$ cat src/inc/cob_pkg.sv
// Constants and types for the clock output enable control block
package cob_pkg;

  localparam int unsigned CLK_NS = 10;
  localparam int unsigned LOCK_US = 100;
  localparam int unsigned LOCK_CYC = LOCK_US * 1000 / CLK_NS;
  localparam int unsigned MIN_FREQ_MHZ = 20;
  localparam int unsigned MIN_PERIOD_NS = 1000 / MIN_FREQ_MHZ;
  localparam logic [7:0] SLOW_CYC = 8'(MIN_PERIOD_NS / CLK_NS);
  localparam logic [7:0] PER_MAX = 8'hFF;

  localparam int unsigned NPAIR = 10;
  localparam int unsigned LO_PAIRS = 8;
  localparam int unsigned HI_PAIR8_BIT = 7;
  localparam int unsigned HI_PAIR9_BIT = 6;
  localparam int unsigned LEAK_BIT = 7;

  localparam logic [1:0] IDX_LO = 2'h0;
  localparam logic [1:0] IDX_HI = 2'h1;
  localparam logic [1:0] IDX_TEST = 2'h2;
  localparam logic [1:0] IDX_END = 2'h3;

  localparam logic [7:0] OE_LO_RST = 8'hFF;
  localparam logic [7:0] OE_HI_RST = 8'hC0;
  localparam logic [7:0] OE_HI_MASK = 8'hC0;
  localparam logic [7:0] TEST_RST = 8'hFF;

  localparam logic [3:0] BIT_LAST = 4'h7;
  localparam logic [3:0] BIT_ACK = 4'h8;
  // Bus address value is arbitrary
  localparam logic [6:0] SLAVE_ADDR = 7'h5A;

  typedef enum logic [4:0] {
    SS_IDLE = 5'h01,
    SS_ADDR = 5'h02,
    SS_CMD = 5'h04,
    SS_CNT = 5'h08,
    SS_DATA = 5'h10
  } cob_ss_t;

endpackage : cob_pkg

$ cat src/hw/cob_serial_slave.sv
// Two-line serial bus write slave: address, command, count, data bytes
`timescale 1ns/1ps
module cob_serial_slave #(
  parameter logic [6:0] ADDR = cob_pkg::SLAVE_ADDR
) (
  input wire logic clk,
  input wire logic rst,
  input wire logic scl_pin,
  input wire logic sda_pin,
  output logic sda_oe,
  output logic wr_stb,
  output logic [1:0] wr_idx,
  output logic [7:0] wr_data
);
  import cob_pkg::*;

  logic [2:0] scl_r;
  logic [2:0] sda_r;
  logic scl_s, scl_p, sda_s, sda_p;
  logic start, stop, rise, fall;
  logic [7:0] byte_w;
  cob_ss_t state_q;
  logic [3:0] bit_q;
  logic [6:0] sh_q;
  logic [1:0] ptr_q;
  logic [7:0] cnt_q;
  logic ack_want_q;

  ////////////////////////////////////////////////////////////////////////
  // Bus idles high, so the synchronisers reset high
  always_ff @(posedge clk) begin
    if (rst) begin
      scl_r <= '1;
      sda_r <= '1;
    end else begin
      scl_r <= {scl_r[1:0], scl_pin};
      sda_r <= {sda_r[1:0], sda_pin};
    end
  end

  assign scl_s = scl_r[1];
  assign scl_p = scl_r[2];
  assign sda_s = sda_r[1];
  assign sda_p = sda_r[2];
  assign start = scl_s & scl_p & sda_p & ~sda_s;
  assign stop = scl_s & scl_p & ~sda_p & sda_s;
  assign rise = scl_s & ~scl_p;
  assign fall = ~scl_s & scl_p;
  assign byte_w = {sh_q, sda_s};

  ////////////////////////////////////////////////////////////////////////
  always_ff @(posedge clk) begin
    if (rst) begin
      state_q <= SS_IDLE;
      bit_q <= '0;
      sh_q <= '0;
      ptr_q <= IDX_LO;
      cnt_q <= '0;
      ack_want_q <= 1'b0;
      wr_stb <= 1'b0;
      wr_idx <= IDX_LO;
      wr_data <= '0;
    end else begin
      wr_stb <= 1'b0;
      if (start) begin
        state_q <= SS_ADDR;
        bit_q <= '0;
        ack_want_q <= 1'b0;
      end else if (stop) begin
        state_q <= SS_IDLE;
      end else if (rise && state_q != SS_IDLE) begin
        if (bit_q == BIT_ACK) begin
          bit_q <= '0;
        end else begin
          sh_q <= byte_w[6:0];
          bit_q <= bit_q + 4'h1;
        end
        if (bit_q == BIT_LAST) begin
          ack_want_q <= 1'b0;
          case (state_q)
            SS_ADDR: begin
              // Reads are not supported, only a write address is answered
              if (byte_w == {ADDR, 1'b0}) begin
                state_q <= SS_CMD;
                ack_want_q <= 1'b1;
              end else begin
                state_q <= SS_IDLE;
              end
            end
            SS_CMD: begin
              ptr_q <= byte_w[1:0];
              ack_want_q <= 1'b1;
              state_q <= SS_CNT;
            end
            SS_CNT: begin
              cnt_q <= byte_w;
              ack_want_q <= 1'b1;
              state_q <= SS_DATA;
            end
            SS_DATA: begin
              // Bytes beyond the count are not acknowledged
              if (cnt_q != '0) begin
                cnt_q <= cnt_q - 8'h01;
                ack_want_q <= 1'b1;
                if (ptr_q != IDX_END) begin
                  wr_stb <= 1'b1;
                  wr_idx <= ptr_q;
                  wr_data <= byte_w;
                  ptr_q <= ptr_q + 2'h1;
                end
              end
            end
            default: state_q <= SS_IDLE;
          endcase
        end
      end
    end
  end

  ////////////////////////////////////////////////////////////////////////
  // Acknowledge is driven low from the eighth falling edge to the ninth
  always_ff @(posedge clk) begin
    if (rst) begin
      sda_oe <= 1'b0;
    end else if (start || stop) begin
      sda_oe <= 1'b0;
    end else if (fall) begin
      sda_oe <= (bit_q == BIT_ACK) & ack_want_q;
    end
  end

endmodule : cob_serial_slave

$ cat src/hw/cob_out_enable_ctrl.sv
// Output enable control of a ten-pair differential clock buffer
`timescale 1ns/1ps
module cob_out_enable_ctrl #(
  parameter int unsigned LOCK_CYCLES = cob_pkg::LOCK_CYC,
  parameter logic [6:0] BUS_ADDR = cob_pkg::SLAVE_ADDR
) (
  input wire logic clk,
  input wire logic rst,
  input wire logic reference_clock_in,
  input wire logic pll_supply_bypass_strap,
  input wire logic serial_bus_clock,
  input wire logic serial_bus_data_in,
  output logic serial_bus_data_out,
  output logic serial_bus_data_oe,
  output logic [cob_pkg::NPAIR-1:0] true_clock_out,
  output logic [cob_pkg::NPAIR-1:0] true_clock_oe,
  output logic [cob_pkg::NPAIR-1:0] complement_clock_out,
  output logic [cob_pkg::NPAIR-1:0] complement_clock_oe,
  output logic feedback_clock_out,
  output logic feedback_clock_oe,
  output logic pll_locked,
  output logic pll_leak_test
);
  import cob_pkg::*;

  localparam int unsigned LW = $clog2(LOCK_CYCLES + 1);
  localparam logic [LW-1:0] LOCK_LAST = LW'(LOCK_CYCLES - 1);

  logic [2:0] ref_r;
  logic [1:0] strap_r;
  logic ref_s, ref_p, ref_rise, bypass;
  logic wr_stb;
  logic [1:0] wr_idx;
  logic [7:0] wr_data;
  logic [7:0] oe_lo_q;
  logic [7:0] oe_hi_q;
  logic [7:0] test_q;
  logic [NPAIR-1:0] en_vec;
  logic [7:0] per_q;
  logic slow_q;
  logic pll_on, drive, lvl_d;
  logic [LW-1:0] lock_q;
  logic locked_q;
  logic [NPAIR-1:0] true_q;
  logic [NPAIR-1:0] comp_q;
  logic [NPAIR-1:0] oe_q;
  logic fb_q;
  logic fb_oe_q;
  logic leak_q;

  ////////////////////////////////////////////////////////////////////////
  // Pin synchronisers; third stage of the clock feeds the edge detector
  always_ff @(posedge clk) begin
    if (rst) begin
      ref_r <= '0;
      strap_r <= '1;
    end else begin
      ref_r <= {ref_r[1:0], reference_clock_in};
      strap_r <= {strap_r[0], pll_supply_bypass_strap};
    end
  end

  assign ref_s = ref_r[1];
  assign ref_p = ref_r[2];
  assign ref_rise = ref_s & ~ref_p;
  assign bypass = ~strap_r[1];

  ////////////////////////////////////////////////////////////////////////
  cob_serial_slave #(
    .ADDR(BUS_ADDR)
  ) u_slave (
    .clk(clk),
    .rst(rst),
    .scl_pin(serial_bus_clock),
    .sda_pin(serial_bus_data_in),
    .sda_oe(serial_bus_data_oe),
    .wr_stb(wr_stb),
    .wr_idx(wr_idx),
    .wr_data(wr_data)
  );

  // Open-drain line: only ever pulled low
  assign serial_bus_data_out = 1'b0;

  ////////////////////////////////////////////////////////////////////////
  // Serial registers; reset stands for power-up
  always_ff @(posedge clk) begin
    if (rst) begin
      oe_lo_q <= OE_LO_RST;
      oe_hi_q <= OE_HI_RST;
      test_q <= TEST_RST;
    end else if (wr_stb) begin
      case (wr_idx)
        IDX_LO: oe_lo_q <= wr_data;
        IDX_HI: oe_hi_q <= wr_data & OE_HI_MASK;
        IDX_TEST: test_q <= wr_data;
        default: ;
      endcase
    end
  end

  always_comb begin
    en_vec = '0;
    for (int i = 0; i < LO_PAIRS; i++) begin
      en_vec[i] = oe_lo_q[LO_PAIRS-1-i];
    end
    en_vec[LO_PAIRS] = oe_hi_q[HI_PAIR8_BIT];
    en_vec[LO_PAIRS+1] = oe_hi_q[HI_PAIR9_BIT];
  end

  always_ff @(posedge clk) begin
    if (rst) begin
      leak_q <= 1'b0;
    end else begin
      leak_q <= ~test_q[LEAK_BIT];
    end
  end

  ////////////////////////////////////////////////////////////////////////
  // Input frequency watch: too long since the last rising edge means slow
  always_ff @(posedge clk) begin
    if (rst) begin
      per_q <= '0;
      slow_q <= 1'b1;
    end else if (ref_rise) begin
      per_q <= '0;
      if (per_q < SLOW_CYC) begin
        slow_q <= 1'b0;
      end
    end else begin
      if (per_q != PER_MAX) begin
        per_q <= per_q + 8'h01;
      end
      if (per_q >= SLOW_CYC) begin
        slow_q <= 1'b1;
      end
    end
  end

  assign pll_on = ~bypass & ~slow_q;
  assign drive = bypass | ~slow_q;

  ////////////////////////////////////////////////////////////////////////
  // Lock model: the loop counts as locked a fixed time after it powers on
  always_ff @(posedge clk) begin
    if (rst || !pll_on) begin
      lock_q <= '0;
      locked_q <= 1'b0;
    end else if (lock_q == LOCK_LAST) begin
      locked_q <= 1'b1;
    end else begin
      lock_q <= lock_q + LW'(1);
    end
  end

  ////////////////////////////////////////////////////////////////////////
  // Unless bypassed, true and feedback outputs stay low and complements high until lock, so no pulse leaves before the loop settles
  assign lvl_d = ref_s & (bypass | locked_q);

  always_ff @(posedge clk) begin
    if (rst) begin
      true_q <= '0;
      comp_q <= '0;
      fb_q <= 1'b0;
    end else begin
      true_q <= {NPAIR{lvl_d}};
      comp_q <= {NPAIR{~lvl_d}};
      fb_q <= lvl_d;
    end
  end

  // Pair enables move only on a low-phase sample, the feedback enable follows drive on any phase; unless bypassed, a slow input kills them at once
  always_ff @(posedge clk) begin
    if (rst) begin
      oe_q <= '0;
      fb_oe_q <= 1'b0;
    end else begin
      fb_oe_q <= drive;
      if (!drive) begin
        oe_q <= '0;
      end else if (!ref_s) begin
        oe_q <= en_vec;
      end
    end
  end

  assign true_clock_out = true_q;
  assign complement_clock_out = comp_q;
  assign true_clock_oe = oe_q;
  assign complement_clock_oe = oe_q;
  assign feedback_clock_out = fb_q;
  assign feedback_clock_oe = fb_oe_q;
  assign pll_locked = locked_q;
  assign pll_leak_test = leak_q;
endmodule : cob_out_enable_ctrl

$ cat config.mk
export PLATFORM = sky130hd
export DESIGN_NAME = cob_out_enable_ctrl
export DESIGN_NICKNAME = d
export VERILOG_FILES = /design/src/inc/cob_pkg.sv /design/src/hw/cob_serial_slave.sv /design/src/hw/cob_out_enable_ctrl.sv
export SDC_FILE = /design/constraint.sdc
export NUM_CORES = 1
export LEC_CHECK = 0
export BUFFER_PORTS_ARGS = -buffer_cell sky130_fd_sc_hd__buf_2
export CORE_ASPECT_RATIO = 2
export CORE_UTILIZATION = 51
export DETAILED_ROUTE_END_ITERATION = 10
export GPL_TIMING_DRIVEN = 0
export MAX_ROUTING_LAYER = met4
export PLACE_DENSITY = 0.77
export SYNTH_ARGS = -nofsm -noshare
export SYNTH_HDL_FRONTEND = slang
export SYNTH_SLANG_ARGS = --single-unit
$ cat constraint.sdc
create_clock -name clk -period 4.8 [get_ports clk]
set_input_delay 0.24 -clock clk [delete_from_list [all_inputs] [get_ports clk]]
set_output_delay 0.24 -clock clk [all_outputs]
set_load 0.01 [all_outputs]
* Yosys cells after proc, flatten, opt, wreduce, memory -nomap -nowiden *
Index checks and enable logic that the tools add are counted.

storage, ports and cells
  bits of input ports = 6
  word-level logic and storage cells = 131
  register bits = 107

operators by class
  $add $sub $neg = 5
  bitwise logic cells = 30
  reductions and logical operators = 30
  mux-type cells = 19
  eq/ne operators = 17
  $lt $le $gt $ge = 2

operators by type and width
  kind                                                        count
  case mux 5 bit (4 select lines)                             1
  inverter 1 bit                                              17
  case mux 8 bit (2 select lines)                             1
  adder 14 x 1 -> 14 bit, second input constant               1
  equality test 14 bit, second input constant                 1
  AND reduction 7 bit                                         2
  two-way mux 2 bit                                           6
  AND 1 bit                                                   11
  AND reduction 2 bit                                         5
  OR reduction 2 bit                                          5
  AND reduction 3 bit                                         3
  adder 8 x 1 -> 8 bit, second input constant                 1
  equality test 8 bit, second input constant                  1
  >= comparator 8 x 3 -> 1 bit, second input constant         1
  less-than comparator 8 x 3 -> 1 bit, second input constant  1
  two-way mux 8 bit                                           1
  != test 8 bit, second input constant                        1
  nonzero test 8 bit                                          1
  subtractor 8 x 1 -> 8 bit, second input constant            1
  OR reduction 7 bit                                          1
  two-way mux 1 bit                                           6
  != test 2 x 1 -> 1 bit, second input constant               3
  AND reduction 6 bit                                         1
  nonzero test 2 bit                                          3
  25 further kinds                                            28

* Depth between registers and ports, before layout *
  depth in word-level cells = 7
  gate-level depth with buffers = 8
  depth with buffers taken out = 7

* Hierarchy *
Synthesis repeated with hierarchy kept, for this count alone.

unflattened totals
  cell total of the unflattened synthesis = 515
  area, all modules = 4,519.3 um^2

modules (own cells, without submodules)
  module               cells each  sequential area each (um^2)  times used  area each (um^2)
  cob_out_enable_ctrl  260         1,081.0                      1           2,396.0
  cob_serial_slave     255         900.9                        1           2,123.3

* Least setup slack after synthesis *
Ideal clock, no wire load.

  path kind = flip-flop to flip-flop
  from = reg u_slave.state_q[2]
  to = reg u_slave.wr_data[6]
  arrival time = 1,678 ps
  period minus slack after synthesis = 1,805 ps
  stages on the path, launching flop included = 8
  slack = 2,995 ps
  path through = dfxtp_1 buf_2 or4_4 o211ai_4 nor4_2 buf_6 mux2i_1 nor2_1

between the ends
  word-level cells in the longest chain between the ends = 3
  elaborated cells on any way between the ends = 4
  classes of those cells = eq/ne: 2; reduce/logical: 2

ends and longest elaborated chain
  item                                      RTL line                 source
  start, declared                           cob_serial_slave.sv:22   cob_ss_t state_q;
  start signal, assigned                    cob_serial_slave.sv:54   state_q <= SS_IDLE;
  start signal, assigned                    cob_serial_slave.sv:66   state_q <= SS_ADDR;
  start signal, assigned                    cob_serial_slave.sv:70   state_q <= SS_IDLE;
  != test 5 x 1 -> 1 bit                    cob_serial_slave.sv:71   end else if (rise && state_q != SS_IDLE) begin
  logical AND 1 bit                         cob_serial_slave.sv:71
  AND reduction 7 bit (no source line) (*)  n/a
  end signal, assigned                      cob_serial_slave.sv:108  wr_data <= byte_w;
  end, declared                             cob_serial_slave.sv:13   output logic [7:0] wr_data

Mark *: on every way between the ends. The rest lies on a longest branch, timed or not.
A chain may end at the register's enable or synchronous reset.

* Final worst setup path *
  from = reg u_slave.cnt_q[2]
  to = reg u_slave.cnt_q[2]

between the ends
  word-level cells in the longest chain between the ends = 3
  elaborated cells on any way between the ends = 6
  classes of those cells = add/sub: 1; eq/ne: 1; mux: 2; reduce/logical: 2

ends and longest elaborated chain
  item                                                                           RTL line                                          source
  start, declared                                                                cob_serial_slave.sv:26                            logic [7:0] cnt_q;
  start signal, assigned                                                         cob_serial_slave.sv:96                            cnt_q <= byte_w;
  start signal, assigned                                                         cob_serial_slave.sv:103                           cnt_q <= cnt_q - 8'h01;
  subtractor 8 x 1 -> 8 bit / nonzero test 8 bit (equally long branches)         cob_serial_slave.sv:103, cob_serial_slave.sv:102
  two-way mux 8 bit / != test 2 x 1 -> 1 bit (equally long branches)             n/a
  case mux 8 bit (2 select lines) / AND reduction 6 bit (equally long branches)  n/a

Parallel ways exist; a longest one is shown, timed or not. The select of a mux whose other input is x is not followed.

==> results.txt <==
Crit Path Category: reg -> reg
Worst setup startpoint: u_slave.cnt_q[2]
DP Area: 0.00485 sq mm
clk_lat worst skew: 0.34 ns
Final nets: 564
Worst Path Arrival: 2.38 ns
main combinational cell family by area after synthesis: simple AND/OR/NAND/NOR gates
Post-CTS Resized: 0
required time worst endpoint: 5.07 ns
M3 GR Usage: 4.42%
number of synthesized register bits: 99
hold_buf cts: 0
Ant. Diodes: 0
Synth Warn #: 0
Starting DRT DRC Count: 138
vias: 3610
Hold Path Depth: 2
met1 Use GR: 20.2%
GP Congestion: 0.849
Max-Cap Viols: 0
FF-to-FF setup slack: 2.69 ns
total power: 0.00165 W
Hold Path End: u_slave.scl_r[0]
Final Max Tran Viols: 0
Post-CTS Repair Setup Buffers: 0
sequential-to-total area share from yosys stat: 44.3%
unrepaired setup endpoints after global routing: no
Pleak: 2.10 nW
initial antenna violation count: 0
Reg clk slew, reported paths: 0.06 ns
vias in the first global route: 3437
largest net degree at the start of global routing: 15
first-pass GRT wire length: 15400 um
core box area: 0.00859 sq mm
post-synth top area cell: dfxtp_1
io pins: 52
Syn Nets: 503
Vias per Instance: 5.53
Synth area leaders: dfxtp_1 (44%), mux2i_1 (7.6%), nor2_1 (5.8%), buf_4 (5.0%), ha_1 (2.5%)
crit path max fanout: 9
clk buf depth: 2
fraction of layout cells with a size suffix above 1: 21.7%
RR Endpoint: u_slave.cnt_q[2]
actual slew at the worst max-slew pin: 0.836 ns
H-tree Lvls: 3
Slew HR: 44.2%
DRT Wirelength: 9500 um
Synth Area in XOR/XNOR: 2.94%
PortBufs: 50
die footprint: 0.00917 sq mm
Fmax: 0.475 GHz
VDD IR max: 0.179 mV
Cell variety after synth: 57
type of origin of the critical path: flop
Synth Area in Adders: 2.52%
crit path time final: 2.11 ns
Avg Cell Area, Syn: 9.16 sq um
crit end category: flop
Fin. Hold Viols: 0
drt pass-1 iters: 4
DP HPWL: 7170 um
antenna-violating nets left: 0
Setup violations, final: 0
Total GRT Usage: 23.3%
reg-to-reg startpoint: u_slave.cnt_q[2]
area share of the largest cell type after synthesis: 44.3%
Post-synth EDFFs: 0
Core Util, Final: 59.9%
final instance area: 0.00514 sq mm
Power Density: 320 mW/mm^2
Post-synth ARST share: 0%
Remaining DRCs: 0
Horiz. Die Dim: 68.2 um
Reg2Reg Depth: 5
hold_sp: serial_bus_clock
Final Cycle Share: 43.9%
Compound-Gate Fraction of Synth Area: 10.8%
Register Area: 0.00198 sq mm
Gate Count Post-Synth: 488
CTS tree: yes
simple-gate area share of the yosys netlist: 23.6%
Cell Area, Synth: 0.00447 sq mm
Synth Flop Type: dfxtp_1
WL/cell: 14.5 um
TritonCTS Sinks: 99
DIE HEIGHT: 134 um
area of the multi-input gates: 0.00214 sq mm
multiplexer area fraction after synthesis: 7.86%
status: completed
Hold WC Path Type: in -> reg
FILL cells: 734
CTS Root Cell: clkbuf_16
most frequent cell after synthesis: dfxtp_1
grt met2 use: 43.2%
Hold WS: 0.0783 ns
GR peak layer: met2
setup TNS: 0 ns
Initial Util: 52.1%
grt total ovfl: 0
synth cell count leaders: dfxtp_1 (99), nor2_1 (69), mux2i_1 (34), buf_4 (30), nand2_1 (27)
Worst Skew: 0.00347 ns
CTS buffer count: 9
area grow syn2layout: 15.0%
row count: 48
==> registers in the layout, indices dropped and copies added (netlist names), 4 cells and up <==
| name | count |
|---|---|
| per_q | 8 |
| u_slave.wr_data | 8 |
| u_slave.bit_q | 4 |
| lock_q | 14 |
| complement_clock_oe | 10 |
| u_slave.state_q | 5 |
| u_slave.sh_q | 7 |
| oe_lo_q | 8 |
| u_slave.cnt_q | 8 |
==> kinds of logic (layout without fill, tap and decap cells) <==
| logic type | Yosys count | count (layout) |
|---|---|---|
| AO/OA/AOI/OAI | 70 | 70 |
| adder cells (fa/ha/maj) | 9 | 9 |
| other | 1 | 1 |
| multiplexers | 35 | 35 |
| AND/OR/NAND/NOR | 199 | 199 |
| buffers and inverters | 60 | 125 |
| XOR/XNOR | 15 | 15 |
| flip-flops | 99 | 99 |
==> cell type report <==
class / instances / area share, %
Sequential cell: 99 / 38.5
Clock buffer: 13 / 5.06
Inverter: 11 / 0.803
Timing Repair Buffer: 50 / 4.87
Tap cell: 100 / 2.43
Buffer: 49 / 6.06
Clock inverter: 2 / 0.681
Multi-Input combinational cell: 329 / 41.6
==> critical path, stage by stage (launching register included) <==
cell and delay [ns]:
dfxtp_1 0.37, nor4_1 0.68, nand3_1 0.27, o211ai_2 0.39
o21ai_0 0.18, a21oi_1 0.15
==> metal layers <==
metal / routed length [um] / vias up / part of all wire, %
met1: 3380 / 1706 / 36
met2: 5430 / 84 / 57
met4: 391 / 0 / 4.1
met5: 0 / - / 0
met3: 297 / 31 / 3.1
li1: - / 1789 / -
==> power breakdown <==
group          leakage (nW)  internal, W  total [W]  switching (W)
clock network         0.146     0.000429   0.000715       0.000286
registers             0.803     0.000834   0.000847      0.0000129
logic                  1.15    0.0000386  0.0000827      0.0000441
==> how the worst max path moves through the flow <==
stage	slack [ns]	end
2_1_floorplan	2.99	u_slave.wr_data[6]
6_report	2.69	u_slave.cnt_q[2]
5_1_grt	2.58	u_slave.cnt_q[6]
3_5_place_dp	2.74	u_slave.cnt_q[2]
3_3_place_gp	2.75	u_slave.cnt_q[6]
4_1_cts	2.72	u_slave.cnt_q[2]
==> metrics by stage <==
| step | instances | setup slack, ns |
|---|---|---|
| CTS | 653 | 2.72 |
| floorplan | 488 | 2.99 |
| detailed placement | 638 | 2.74 |
| global placement | 638 | 2.75 |
| global route | 653 | 2.58 |
| finish | 653 | 2.69 |
==> placed cells by master, fill, tap and decap left out, drive strengths merged, types with 4 or more instances in the layout <==
master / instances
dfxtp: 99
buf: 89
nor2: 70
mux2i: 34
nand2: 27
clkbuf: 23
a21oi: 22
nor2b: 15
o21ai: 15
nand3: 13
inv: 11
xnor2: 10
nand2b: 9
or2: 9
a211o: 9
ha: 9
nor4: 9
nor3: 7
nand4: 7
or3: 5
xor2: 5
o211ai: 5
and3: 4
a311oi: 4
nand3b: 4
or4: 4
(Power assumes the default switching activity.)
